<file path="src/rtl/pwm_ctrl_pkg.sv">
// Package with register map, field positions, reset values and carrier types
package pwm_ctrl_pkg;

    // ------------------------------------------------------------------
    // Register offsets (byte addresses)
    // ------------------------------------------------------------------
    localparam logic [7:0]  OFS_TIME_BASE_CONTROL = 8'h00;
    localparam logic [7:0]  OFS_CLOCK_DIVIDER_SEL = 8'h04;
    localparam logic [7:0]  OFS_MASTER_PERIOD     = 8'h08;
    localparam logic [7:0]  OFS_SPECIAL_EVT_CMP   = 8'h0c;
    localparam logic [7:0]  OFS_MASTER_DUTY_CYCLE = 8'h10;
    localparam logic [7:0]  OFS_GENERATOR_CONTROL = 8'h14;
    localparam logic [7:0]  OFS_PRIMARY_PHASE     = 8'h18;
    localparam logic [7:0]  OFS_PRIMARY_DUTY      = 8'h1c;
    localparam logic [7:0]  OFS_SECONDARY_DUTY    = 8'h20;
    localparam logic [7:0]  OFS_MASTER_TIME_CNT   = 8'h24;

    // ------------------------------------------------------------------
    // Time base control field positions
    // ------------------------------------------------------------------
    localparam int TBC_MODULE_ON      = 15;
    localparam int TBC_IDLE_STOP      = 13;
    localparam int TBC_SEV_PENDING    = 12;
    localparam int TBC_SEV_IRQ_ON     = 11;
    localparam int TBC_IMM_PERIOD_UPD = 10;
    localparam int TBC_SYNC_POLARITY  = 9;
    localparam int TBC_SYNC_OUT_ON    = 8;
    localparam int TBC_EXT_SYNC_ON    = 7;
    localparam int TBC_SYNC_SRC_LO    = 4;
    localparam int TBC_SEV_PS_LO      = 0;
    localparam logic [15:0] TBC_WR_MASK = 16'hafbf;

    // ------------------------------------------------------------------
    // Generator control field positions
    // ------------------------------------------------------------------
    localparam int GC_FAULT_PEND   = 15;
    localparam int GC_CURLIM_PEND  = 14;
    localparam int GC_TRIG_PEND    = 13;
    localparam int GC_FAULT_IRQ_ON = 12;
    localparam int GC_CURLIM_IRQ_ON = 11;
    localparam int GC_TRIG_IRQ_ON  = 10;
    localparam int GC_INDEP_PERIOD = 9;
    localparam int GC_MASTER_DUTY  = 8;
    localparam int GC_DEAD_TIME_LO = 6;
    localparam int GC_CENTER_ON    = 2;
    localparam int GC_IMM_DUTY_UPD = 0;
    localparam logic [15:0] GC_WR_MASK = 16'h1fc7;

    // ------------------------------------------------------------------
    // Reset values and limits
    // ------------------------------------------------------------------
    localparam logic [15:0] MASTER_PERIOD_RST = 16'hfff8;
    localparam logic [2:0]  PRESCALE_RST      = 3'h0;
    localparam logic [2:0]  PRESCALE_RESERVED = 3'h7;
    localparam logic [15:0] DUTY_MIN          = 16'h0009;
    localparam logic [15:0] DUTY_TOP_GAP      = 16'h0008;
    localparam logic [15:0] DEGRADE_SPAN      = 16'h0010;
    localparam logic [1:0]  DT_DISABLED       = 2'h2;
    localparam logic [1:0]  DT_RESERVED       = 2'h3;

    // ------------------------------------------------------------------
    // Carrier types
    // ------------------------------------------------------------------
    typedef struct packed {
        logic [7:0]  addr;
        logic [15:0] wdata;
        logic        wr;
        logic        rd;
    } bus_req_t;

    typedef struct packed {
        logic fault;
        logic curlimit;
        logic trigger;
    } gen_event_t;

endpackage

</file>
<file path="src/rtl/pwm_ctrl.sv">
// Time base, special event and generator control of the PWM unit
`timescale 1ns/1ps
module pwm_ctrl
    import pwm_ctrl_pkg::*;
(
    input  wire logic        clk,
    input  wire logic        reset_n,
    input  wire bus_req_t    bus_req,
    output logic [15:0]      rd_data,
    input  wire logic        idle_mode,
    input  wire logic        sync_in_one,
    input  wire logic        sync_in_two,
    input  wire gen_event_t  gen_event,
    input  wire logic        special_event_ack,
    output logic             sync_out,
    output logic             sync_out_en,
    output logic             special_event_trigger,
    output logic             special_event_irq,
    output logic             generator_irq,
    output logic             pwm_high,
    output logic             pwm_low,
    output logic [1:0]       dead_time_mode,
    output logic             center_aligned_active
);

    // ------------------------------------------------------------------
    // State
    // ------------------------------------------------------------------
    typedef struct packed {
        logic [15:0] tbc;
        logic [2:0]  prescale;
        logic [15:0] period;
        logic [15:0] period_act;
        logic [12:0] cmp;
        logic [15:0] mdc;
        logic [15:0] gcon;
        logic [15:0] phase;
        logic [15:0] pdc;
        logic [15:0] sdc;
        logic [15:0] duty_act;
        logic [15:0] sduty_act;
        logic        sev_pend;
        logic [3:0]  ps_cnt;
        logic [5:0]  div_cnt;
        logic [15:0] mcnt;
        logic [15:0] gcnt;
        logic        gdown;
        logic [2:0]  gflags;
        logic        sync_prev;
        logic [15:0] rd_data;
        logic        sync_out;
        logic        sync_oe;
        logic        sev_trig;
        logic        sev_irq;
        logic        gen_irq;
        logic        pwm_high;
        logic        pwm_low;
        logic [1:0]  dt_mode;
        logic        ca_active;
    } state_t;

    state_t      st_r;
    state_t      st_nxt;
    logic [1:0]  rst_sync_r;
    logic        rst_n_int;

    // ------------------------------------------------------------------
    // Reset release
    // ------------------------------------------------------------------
    always_ff @(posedge clk or negedge reset_n) begin
        if (!reset_n) begin
            rst_sync_r <= 2'h0;
        end else begin
            rst_sync_r <= {rst_sync_r[0], 1'b1};
        end
    end
    assign rst_n_int = rst_sync_r[1];

    // ------------------------------------------------------------------
    // Duty limiting
    // ------------------------------------------------------------------
    function automatic logic [15:0] limit_duty(input logic [15:0] d, input logic [15:0] p);
        logic [15:0] hi;
        logic [15:0] r;
        hi = p - DUTY_TOP_GAP;
        r  = d;
        if (r < DUTY_MIN) begin
            r = DUTY_MIN;
        end
        if (r > hi) begin
            r = hi;
        end
        if ((r < DUTY_MIN + DEGRADE_SPAN) || (r + DEGRADE_SPAN > hi)) begin
            r = {r[15:2], 2'h0};
        end
        // Rounding must not undercut the smallest pulse
        if (r < DUTY_MIN) begin
            r = DUTY_MIN;
        end
        return r;
    endfunction

    // ------------------------------------------------------------------
    // Next-state logic
    // ------------------------------------------------------------------
    logic        running;
    logic        tick;
    logic [5:0]  div_mask;
    logic        sync_raw;
    logic        sync_asserted;
    logic        sync_edge;
    logic        m_bnd;
    logic        g_bnd;
    logic        independent_period_sel;
    logic        center;
    logic [15:0] g_period;
    logic [15:0] duty_src;
    logic [15:0] sduty_src;
    logic        match;
    logic        sev_fire;
    logic        wr_tbc;
    logic        wr_gc;
    logic [2:0]  gen_ev;
    logic [2:0]  gen_en;

    always_comb begin
        st_nxt   = st_r;
        running  = st_r.tbc[TBC_MODULE_ON];
        div_mask = 6'h0;
        tick     = 1'b0;
        m_bnd    = 1'b0;
        g_bnd    = 1'b0;
        match    = 1'b0;
        sev_fire = 1'b0;
        independent_period_sel      = st_r.gcon[GC_INDEP_PERIOD];
        center   = independent_period_sel & st_r.gcon[GC_CENTER_ON];
        g_period = independent_period_sel ? st_r.phase : st_r.period_act;
        duty_src = st_r.gcon[GC_MASTER_DUTY] ? st_r.mdc : st_r.pdc;
        sduty_src = st_r.gcon[GC_MASTER_DUTY] ? st_r.mdc : st_r.sdc;
        wr_tbc   = bus_req.wr && (bus_req.addr == OFS_TIME_BASE_CONTROL);
        wr_gc    = bus_req.wr && (bus_req.addr == OFS_GENERATOR_CONTROL);
        gen_ev   = {gen_event.fault, gen_event.curlimit, gen_event.trigger};
        gen_en   = st_r.gcon[GC_FAULT_IRQ_ON:GC_TRIG_IRQ_ON];

        // Sync input selection and polarity
        sync_raw = (st_r.tbc[TBC_SYNC_SRC_LO +: 2] == 2'h1) ? sync_in_two
                 : (st_r.tbc[TBC_SYNC_SRC_LO +: 2] == 2'h0) ? sync_in_one : 1'b0;
        sync_asserted = sync_raw ^ st_r.tbc[TBC_SYNC_POLARITY];
        sync_edge = sync_asserted & ~st_r.sync_prev;
        st_nxt.sync_prev = sync_asserted;

        // Prescaler
        case (st_r.prescale)
            3'h0:    div_mask = 6'h00;
            3'h1:    div_mask = 6'h01;
            3'h2:    div_mask = 6'h03;
            3'h3:    div_mask = 6'h07;
            3'h4:    div_mask = 6'h0f;
            3'h5:    div_mask = 6'h1f;
            3'h6:    div_mask = 6'h3f;
            default: div_mask = 6'h00;
        endcase
        if (!running || (st_r.tbc[TBC_IDLE_STOP] && idle_mode)) begin
            st_nxt.div_cnt = 6'h0;
        end else if (st_r.prescale != PRESCALE_RESERVED) begin
            if (st_r.div_cnt >= div_mask) begin
                st_nxt.div_cnt = 6'h0;
                tick = 1'b1;
            end else begin
                st_nxt.div_cnt = st_r.div_cnt + 6'h1;
            end
        end

        // Master time base
        if (!running) begin
            st_nxt.mcnt = 16'h0;
            st_nxt.ps_cnt = 4'h0;
        end else if (st_r.tbc[TBC_EXT_SYNC_ON] && sync_edge) begin
            st_nxt.mcnt = 16'h0;
            m_bnd = 1'b1;
        end else if (tick) begin
            match = (st_r.mcnt == {st_r.cmp, 3'h0});
            if (st_r.mcnt >= st_r.period_act) begin
                st_nxt.mcnt = 16'h0;
                m_bnd = 1'b1;
            end else begin
                st_nxt.mcnt = st_r.mcnt + 16'h1;
            end
        end

        // Special event postscaler
        if (match) begin
            if (st_r.ps_cnt >= st_r.tbc[TBC_SEV_PS_LO +: 4]) begin
                st_nxt.ps_cnt = 4'h0;
                sev_fire = 1'b1;
            end else begin
                st_nxt.ps_cnt = st_r.ps_cnt + 4'h1;
            end
        end
        st_nxt.sev_trig = sev_fire;
        if (sev_fire) begin
            st_nxt.sev_pend = 1'b1;
        end else if (special_event_ack) begin
            st_nxt.sev_pend = 1'b0;
        end
        st_nxt.sev_irq = st_nxt.sev_pend & st_r.tbc[TBC_SEV_IRQ_ON];

        // Active period
        if (m_bnd) begin
            st_nxt.period_act = st_r.period;
        end

        // Generator time base
        if (!running) begin
            st_nxt.gcnt = 16'h0;
            st_nxt.gdown = 1'b0;
        end else if (!independent_period_sel) begin
            st_nxt.gcnt = st_nxt.mcnt;
            g_bnd = m_bnd;
        end else if (tick) begin
            if (center) begin
                if (st_r.gdown) begin
                    if (st_r.gcnt == 16'h0) begin
                        st_nxt.gdown = 1'b0;
                        g_bnd = 1'b1;
                    end else begin
                        st_nxt.gcnt = st_r.gcnt - 16'h1;
                    end
                end else if (st_r.gcnt >= g_period) begin
                    st_nxt.gdown = 1'b1;
                end else begin
                    st_nxt.gcnt = st_r.gcnt + 16'h1;
                end
            end else if (st_r.gcnt >= g_period) begin
                st_nxt.gcnt = 16'h0;
                st_nxt.gdown = 1'b0;
                g_bnd = 1'b1;
            end else begin
                st_nxt.gcnt = st_r.gcnt + 16'h1;
            end
        end

        // Active duty
        if (st_r.gcon[GC_IMM_DUTY_UPD] || g_bnd) begin
            st_nxt.duty_act = duty_src;
            st_nxt.sduty_act = sduty_src;
        end

        // Generator pending flags
        // Event in the clearing cycle wins
        for (int i = 0; i < 3; i++) begin
            if (gen_ev[i]) begin
                st_nxt.gflags[i] = 1'b1;
            end else if (wr_gc && !bus_req.wdata[GC_TRIG_IRQ_ON + i]) begin
                st_nxt.gflags[i] = 1'b0;
            end
        end
        st_nxt.gen_irq = |(st_nxt.gflags & gen_en);

        // Outputs
        st_nxt.pwm_high = running && (st_nxt.gcnt < limit_duty(st_nxt.duty_act, g_period));
        st_nxt.pwm_low  = running && (st_nxt.gcnt < limit_duty(st_nxt.sduty_act, g_period));
        st_nxt.sync_oe  = running && st_r.tbc[TBC_SYNC_OUT_ON];
        st_nxt.sync_out = (running && st_r.tbc[TBC_SYNC_OUT_ON] && m_bnd)
                          ^ st_r.tbc[TBC_SYNC_POLARITY];
        st_nxt.dt_mode  = (st_r.gcon[GC_DEAD_TIME_LO +: 2] == DT_RESERVED)
                          ? DT_DISABLED : st_r.gcon[GC_DEAD_TIME_LO +: 2];
        st_nxt.ca_active = running && center;

        // Register writes
        // Pending bits kept out by the write masks
        if (bus_req.wr) begin
            case (bus_req.addr)
                OFS_TIME_BASE_CONTROL: st_nxt.tbc = bus_req.wdata & TBC_WR_MASK;
                OFS_CLOCK_DIVIDER_SEL: st_nxt.prescale = bus_req.wdata[2:0];
                OFS_MASTER_PERIOD: begin
                    st_nxt.period = bus_req.wdata;
                    if (st_r.tbc[TBC_IMM_PERIOD_UPD]) begin
                        st_nxt.period_act = bus_req.wdata;
                    end
                end
                OFS_SPECIAL_EVT_CMP:   st_nxt.cmp = bus_req.wdata[15:3];
                OFS_MASTER_DUTY_CYCLE: st_nxt.mdc = bus_req.wdata;
                OFS_GENERATOR_CONTROL: st_nxt.gcon = bus_req.wdata & GC_WR_MASK;
                OFS_PRIMARY_PHASE:     st_nxt.phase = bus_req.wdata;
                OFS_PRIMARY_DUTY:      st_nxt.pdc = bus_req.wdata;
                OFS_SECONDARY_DUTY:    st_nxt.sdc = bus_req.wdata;
                default: ;
            endcase
        end
        // Switching off loads a waiting period
        if (wr_tbc && !st_r.tbc[TBC_IMM_PERIOD_UPD] && !bus_req.wdata[TBC_MODULE_ON]) begin
            st_nxt.period_act = st_nxt.period;
        end

        // Register reads
        st_nxt.rd_data = 16'h0;
        if (bus_req.rd) begin
            case (bus_req.addr)
                OFS_TIME_BASE_CONTROL: begin
                    st_nxt.rd_data = st_r.tbc;
                    st_nxt.rd_data[TBC_SEV_PENDING] = st_r.sev_pend;
                end
                OFS_CLOCK_DIVIDER_SEL: st_nxt.rd_data = {13'h0, st_r.prescale};
                OFS_MASTER_PERIOD:     st_nxt.rd_data = st_r.period;
                OFS_SPECIAL_EVT_CMP:   st_nxt.rd_data = {st_r.cmp, 3'h0};
                OFS_MASTER_DUTY_CYCLE: st_nxt.rd_data = st_r.mdc;
                OFS_GENERATOR_CONTROL: st_nxt.rd_data = {st_r.gflags, st_r.gcon[12:0]};
                OFS_PRIMARY_PHASE:     st_nxt.rd_data = st_r.phase;
                OFS_PRIMARY_DUTY:      st_nxt.rd_data = st_r.pdc;
                OFS_SECONDARY_DUTY:    st_nxt.rd_data = st_r.sdc;
                OFS_MASTER_TIME_CNT:   st_nxt.rd_data = st_r.mcnt;
                default:               st_nxt.rd_data = 16'h0;
            endcase
        end
    end

    // ------------------------------------------------------------------
    // State register
    // ------------------------------------------------------------------
    always_ff @(posedge clk or negedge rst_n_int) begin
        if (!rst_n_int) begin
            st_r            <= '0;
            st_r.prescale   <= PRESCALE_RST;
            st_r.period     <= MASTER_PERIOD_RST;
            st_r.period_act <= MASTER_PERIOD_RST;
            st_r.sync_prev  <= 1'b0;
        end else begin
            st_r <= st_nxt;
        end
    end

    assign rd_data               = st_r.rd_data;
    assign sync_out              = st_r.sync_out;
    assign sync_out_en           = st_r.sync_oe;
    assign special_event_trigger = st_r.sev_trig;
    assign special_event_irq     = st_r.sev_irq;
    assign generator_irq         = st_r.gen_irq;
    assign pwm_high              = st_r.pwm_high;
    assign pwm_low               = st_r.pwm_low;
    assign dead_time_mode        = st_r.dt_mode;
    assign center_aligned_active = st_r.ca_active;

endmodule // pwm_ctrl

</file>
<file path="config.mk">
export PLATFORM = sky130hd
export DESIGN_NAME = pwm_ctrl
export DESIGN_NICKNAME = d
export VERILOG_FILES = /design/src/rtl/pwm_ctrl_pkg.sv /design/src/rtl/pwm_ctrl.sv
export SDC_FILE = /design/constraint.sdc
export NUM_CORES = 1
export LEC_CHECK = 0
export ABC_AREA = 1
export ABC_CLOCK_PERIOD_IN_PS = 7000
export BUFFER_PORTS_ARGS = -buffer_cell sky130_fd_sc_hd__buf_2
export CORE_ASPECT_RATIO = 1.4
export CORE_UTILIZATION = 45
export DETAILED_ROUTE_END_ITERATION = 8
export PLACE_DENSITY = 0.63
export SETUP_SLACK_MARGIN = 0.05
export SYNTH_ARGS = -nofsm -noshare
export SYNTH_HDL_FRONTEND = slang
export SYNTH_SLANG_ARGS = --single-unit
</file>
<file path="constraint.sdc">
create_clock -name clk -period 7 [get_ports clk]
set_input_delay 1.4 -clock clk [delete_from_list [all_inputs] [get_ports clk]]
set_output_delay 1.4 -clock clk [all_outputs]
set_load 0.01 [all_outputs]
</file>
# --- Word level (Yosys, flattened, before mapping) ---
# Cells that the tools add are included.
op_classes:
  n_addsub: 8
  mul: 0
  div_mod_pow: 0
  n_lt_le_gt_ge: 16
  n_eq_ne: 23
  shift: 0
  mux: 77
  bitwise: 7
  reduce_logical: 38
op_table:
  columns: ["operator", "n"]
  rows:
  - ["two-way mux 16 bit", 25]
  - ["one-hot mux 16 bit (10 select lines)", 1]
  - ["two-way mux 125 bit", 1]
  - ["two-way mux 17 bit", 4]
  - ["> comparator 16 bit", 4]
  - ["< comparator 16 x 4 -> 1 bit, second input constant", 4]
  - ["two-way mux 32 bit", 2]
  - ["one-hot mux 6 bit (6 select lines)", 1]
  - ["adder 16 x 1 -> 16 bit, second input constant", 2]
  - ["adder 16 x 5 -> 16 bit, second input constant", 2]
  - ["equality test 8 x 5 -> 1 bit, second input constant", 4]
  - ["greater-or-equal comparator 16 bit", 2]
  - ["< comparator 16 bit", 2]
  - ["< comparator 16 x 5 -> 1 bit, second input constant", 2]
  - ["two-way mux 1 bit", 32]
  - ["two-way mux 13 bit", 2]
  - ["two-way mux 6 bit", 3]
  - ["equality test 16 bit", 1]
  - ["equality test 8 x 4 -> 1 bit, second input constant", 2]
  - ["equality test 8 x 6 -> 1 bit, second input constant", 2]
  - ["logical NOT 16 bit", 1]
  - ["AND reduction 2 bit", 8]
  - ["subtractor 16 x 1 -> 16 bit, second input constant", 1]
  - ["subtractor 16 x 4 -> 16 bit, second input constant", 1]
  - ["28 further kinds", 60]
totals:
  register_bits: 243
  latchBits: 0
  ram_bits: 0
  rom_bits: 0
  in_bits: 35
  output_inout_bits: 26
  wordCells: 200
  memories: 0

# --- Longest topological paths before layout ---
logic_depth:
  word_depth: 25
  ltp_mapped: 69
  mapped_depth_nobuf: 65

# --- Worst setup path after synthesis ---
# No wires, ideal clock.
synth_path:
  kind: "register to register"
  from: "register st_r (netlist bit independent_period_sel)"
  to: "register st_r (netlist bit pwm_high)"
  setup_time_ns: 0.073
  arrival_ns: 7.819
  required_time_ns: 6.927
  slack_ns: -0.892
  stages_incl_launch_ff: 65
  synth_period_minus_slack_ns: 7.892
  cell_sequence: "dfrtp_1 -> buf_6 -> buf_8 -> buf_6 -> clkbuf_1 -> o21ai_0 -> ha_1 -> nand2_1 -> nand2_1 -> nand2_1 -> nand3_1 -> nand2_1 -> nand2_1 -> nand2_1 -> nand3_1 -> a21oi_2 -> buf_6 -> buf_6 -> [... 29 more ...] -> nand2_1 -> inv_1 -> nand3_1 -> nor3_1 -> nand2_1 -> o2111ai_1 -> nand2_1 -> nand2_1 -> nand2_1 -> nand2_2 -> nand2_4 -> nand2_1 -> ha_1 -> a21oi_1 -> nor2_1 -> a211oi_1 -> nand2_1 -> a21oi_2"
synth_lines:
  columns: ["element", "line", "text"]
  rows:
  - ["start, declared", "pwm_ctrl.sv:62", "state_t st_r;"]
  - ["start signal, assigned", "pwm_ctrl.sv:329", "st_r <= st_nxt;"]

==> impl_metrics.tcl <==
set metrics [dict create \
    maxSlewHeadroom_pct 29.5 \
    fmax_mhz 131 \
    tightestPinTransition_ns 1.05 \
    cts_buffers 27 \
    cts_tree "built" \
    syn_area_um2 17500 \
    ant_nets 0 \
    drive_gt1_share_pct 22.7 \
    grt_usage_pct 33.7 \
    fillCellCount 3625 \
    clock-sinks 243 \
    ctsHoldBuffers 0 \
    max-vdd-ir-drop_v 0.000285 \
    max_stage_delay_ns 0.49 \
    design.core.area_um2 38400 \
    p_comb_share_pct 64.6 \
    portBuffers 60 \
    hpwl_um 51700 \
    die_x_um 169 \
    vias_per_cell 5.48 \
    syn_to_final_growth_pct 25.6 \
    critPathTopFamily "simple AND/OR/NAND/NOR gates" \
    clk_latency_ns 0.56 \
    synth_seq_cells 243 \
    crit_slowest_cell "dfrtp_2" \
    cp_num_buf_inv 11 \
    ys_async_sr_fraction_pct 100 \
    synth_edf_count 0 \
    worstSetupEndpointType "register" \
    avgSynthCellArea_um2 7.42 \
    top_level_ports 61 \
    outcome "finished with violations" \
    die_y_um 235 \
    grt_pass1_wl_um 100000 \
    critical_path_arrival_ns 8.14 \
    synthCells 2361 \
    fin_nets 2853 \
    period_needed_ns 7.65 \
    die_area_um2 39700 \
    firstDrtPassIters 6 \
    drv_cap 0 \
    synthDistinctLibCells 63 \
    post-route-period-util_pct 109 \
    start_util_pct 45.6 \
    pre_cts_slack_ns -0.972 \
    hold_viol_final 0 \
    p_leak_nw 11.2 \
    yosys_warnings 0 \
    num_rows 85 \
    required_ns 7.49 \
    drc_errors 0 \
    final-setup-viol-count 2 \
    h-tree-depth 1 \
    fin_setup_tns_ns -1.26 \
    seq_power_share_pct 19.3 \
    grt_pass1_vias 17200 \
    vias 17600 \
    crit_path_max_fanout 8 \
    pwr_density_cell_nw_per_um2 438 \
    root_buffer "clkbuf_16" \
    hold_path.class "register to register" \
    clk_pin_slew_ns 0.07 \
    total_power_w 0.00965 \
    power.share.clock_pct 16.1 \
    gp_congestion 1.02 \
    seq_area_frac_synth_pct 34.9 \
    grt_overflow 0 \
    path_class "register to register" \
    synth_flop_cell "dfrtp_1" \
    critPathLaunchType "register" \
    grt_max_degree 175 \
    crit_top_cell "nand2_1" \
    slew_viol_final 0 \
    utilization_pct 57.3 \
    drt_iter0_markers 1555 \
    rsz0062_at_grt "true" \
    whs_ns 0.358 \
    internal_power_w 0.00531 \
    finalClockSkew_ns 0.0225 \
    sw_frac_of_total_pct 45.0 \
    drt-total-wl_um 67400 \
    setup_ws_ns -0.649 \
    violations "setup timing" \
    detail_route.wl_per_cell_um 21.0 \
    syn-num-nets 2548 \
    ctsLongestPathBuffers 3 \
    p_sw_w 0.00434 \
    antenna_found_initial 1 \
]
## sequential cells by signal, indices dropped and copies added (netlist names), 2 cells and up
name,cells
st_r,210
rst_sync_r,2
gen_en,3
rd_data,16
dead_time_mode,2
## through the flow
stage | cells | area, µm²
floorplan | 2361 | 17700
global placement | 3121 | 20200
detailed placement | 3121 | 20200
CTS | 3191 | 21600
global route | 3208 | 22000
finish | 3209 | 22000
## layer usage
| metal | global-route usage, % | vias to the layer above | share of wire, % |
|---|---|---|---|
| met4 | 24.4 | 0 | 8.1 |
| met1 | 38.6 | 8304 | 38 |
| met3 | 3.40 | 217 | 4.8 |
| li1 | - | 8411 | - |
| met2 | 58.1 | 662 | 49 |
| met5 | 0 | - | 0 |
## layout by cell type, fill, tap and decap left out, drive strengths merged, types with 9 or more instances in the layout
master / instances
nand2: 556
inv: 374
buf: 366
o21ai: 277
dfrtp: 217
a21oi: 157
ha: 152
nor2: 137
nand3: 70
clkbuf: 39
nor3: 38
xor2: 36
nand4: 31
o22ai: 29
dfstp: 26
nand3b: 21
o21a: 20
o211ai: 17
a221oi: 15
nor4: 13
a211oi: 11
xnor2: 11
clkinv: 9
## power groups by stage
stage                     Sequential, W  Clock (W)  Combinational [W]
after floorplan                 0.00181          0            0.00337
after global placement          0.00187          0            0.00559
after detailed placement        0.00187          0            0.00574
after CTS                       0.00185    0.00157            0.00594
after global routing            0.00188    0.00161            0.00691
final                           0.00186    0.00155            0.00624
## cells in the mapped netlist, drive strengths merged, types with 2 or more instances
cell type / count / area, µm²
o21a: 20 / 150
o21ai: 277 / 1470
nor2: 137 / 557
dfrtp: 217 / 5430
a221oi: 15 / 131
clkinv: 3 / 11.3
o21bai: 4 / 30.0
clkbuf: 54 / 204
nor4: 13 / 93.8
nor3: 38 / 220
xor2: 36 / 315
a21oi: 157 / 797
a21boi: 2 / 15.0
nand3b: 21 / 158
and3: 2 / 12.5
xnor2: 11 / 111
a2111oi: 2 / 17.5
dfstp: 26 / 683
nand3: 70 / 383
o2111ai: 8 / 70.1
o22ai: 29 / 181
o221ai: 6 / 52.6
a21o: 2 / 15.0
buf: 41 / 328
nand2: 553 / 2130
a41oi: 5 / 43.8
nand4: 31 / 194
o311ai: 3 / 26.3
inv: 373 / 1400
a211oi: 11 / 82.6
ha: 152 / 1900
o211ai: 17 / 128
or2: 8 / 50.1
a31oi: 8 / 50.1
## area by class of cell
cell class                 count  area, µm²  share of cell area (%)
multi-input combinational   1650      10000                    45.5
sequential                   243       6120                    27.8
timing repair buffer         368       2830                    12.9
inverter                     376       1410                    6.43
clock buffer                  37        816                    3.71
tap                          522        653                    2.97
clock inverter                12        146                   0.665
antenna                        1       2.50                  0.0114
## cells by family (layout without fill, tap and decap cells)
group	Yosys count	in the layout	share of synthesized area (%)
simple gates	874	877	21.7
fa+ha+maj	152	152	10.9
flops	243	243	34.9
buf+inv	471	793	11.1
other cells	1	2	0.0214
xor+xnor	47	47	2.44
compound gates	573	573	19.0
## what timing repair did
| action | in CTS | in global routing |
|---|---|---|
| endpoints found under the setup margin | 2 | 2 |
| cloned | 5 | 2 |
| pin swaps | 19 | 41 |
| gates resized for setup | 45 | 63 |
| buffers inserted | 16 | 15 |
| endpoints found under the hold margin | 0 | 0 |
## path summary, 6_finish.rpt
path / startpoint / endpoint / slack (ns) / cells past startpoint
setup reg to reg: independent_period_sel$_DFFE_PN0P_ / pwm_low$_DFF_PN0_ / -0.65 / 56
min in group asynchronous: rst_sync_r[1]$_DFF_PN0_ / st_r[182]$_DFFE_PN0P_ / 0.48 / 0
max in group asynchronous: rst_sync_r[1]$_DFF_PN0_ / st_r[34]$_DFF_PN0_ / 4.98 / 1
setup / recovery: independent_period_sel$_DFFE_PN0P_ / pwm_low$_DFF_PN0_ / -0.65 / 56
hold / removal: rst_sync_r[0]$_DFF_PN0_ / rst_sync_r[1]$_DFF_PN0_ / 0.36 / 0
hold reg to reg: rst_sync_r[0]$_DFF_PN0_ / rst_sync_r[1]$_DFF_PN0_ / 0.36 / 0
Note: power is estimated with default switching activity, not from simulation.
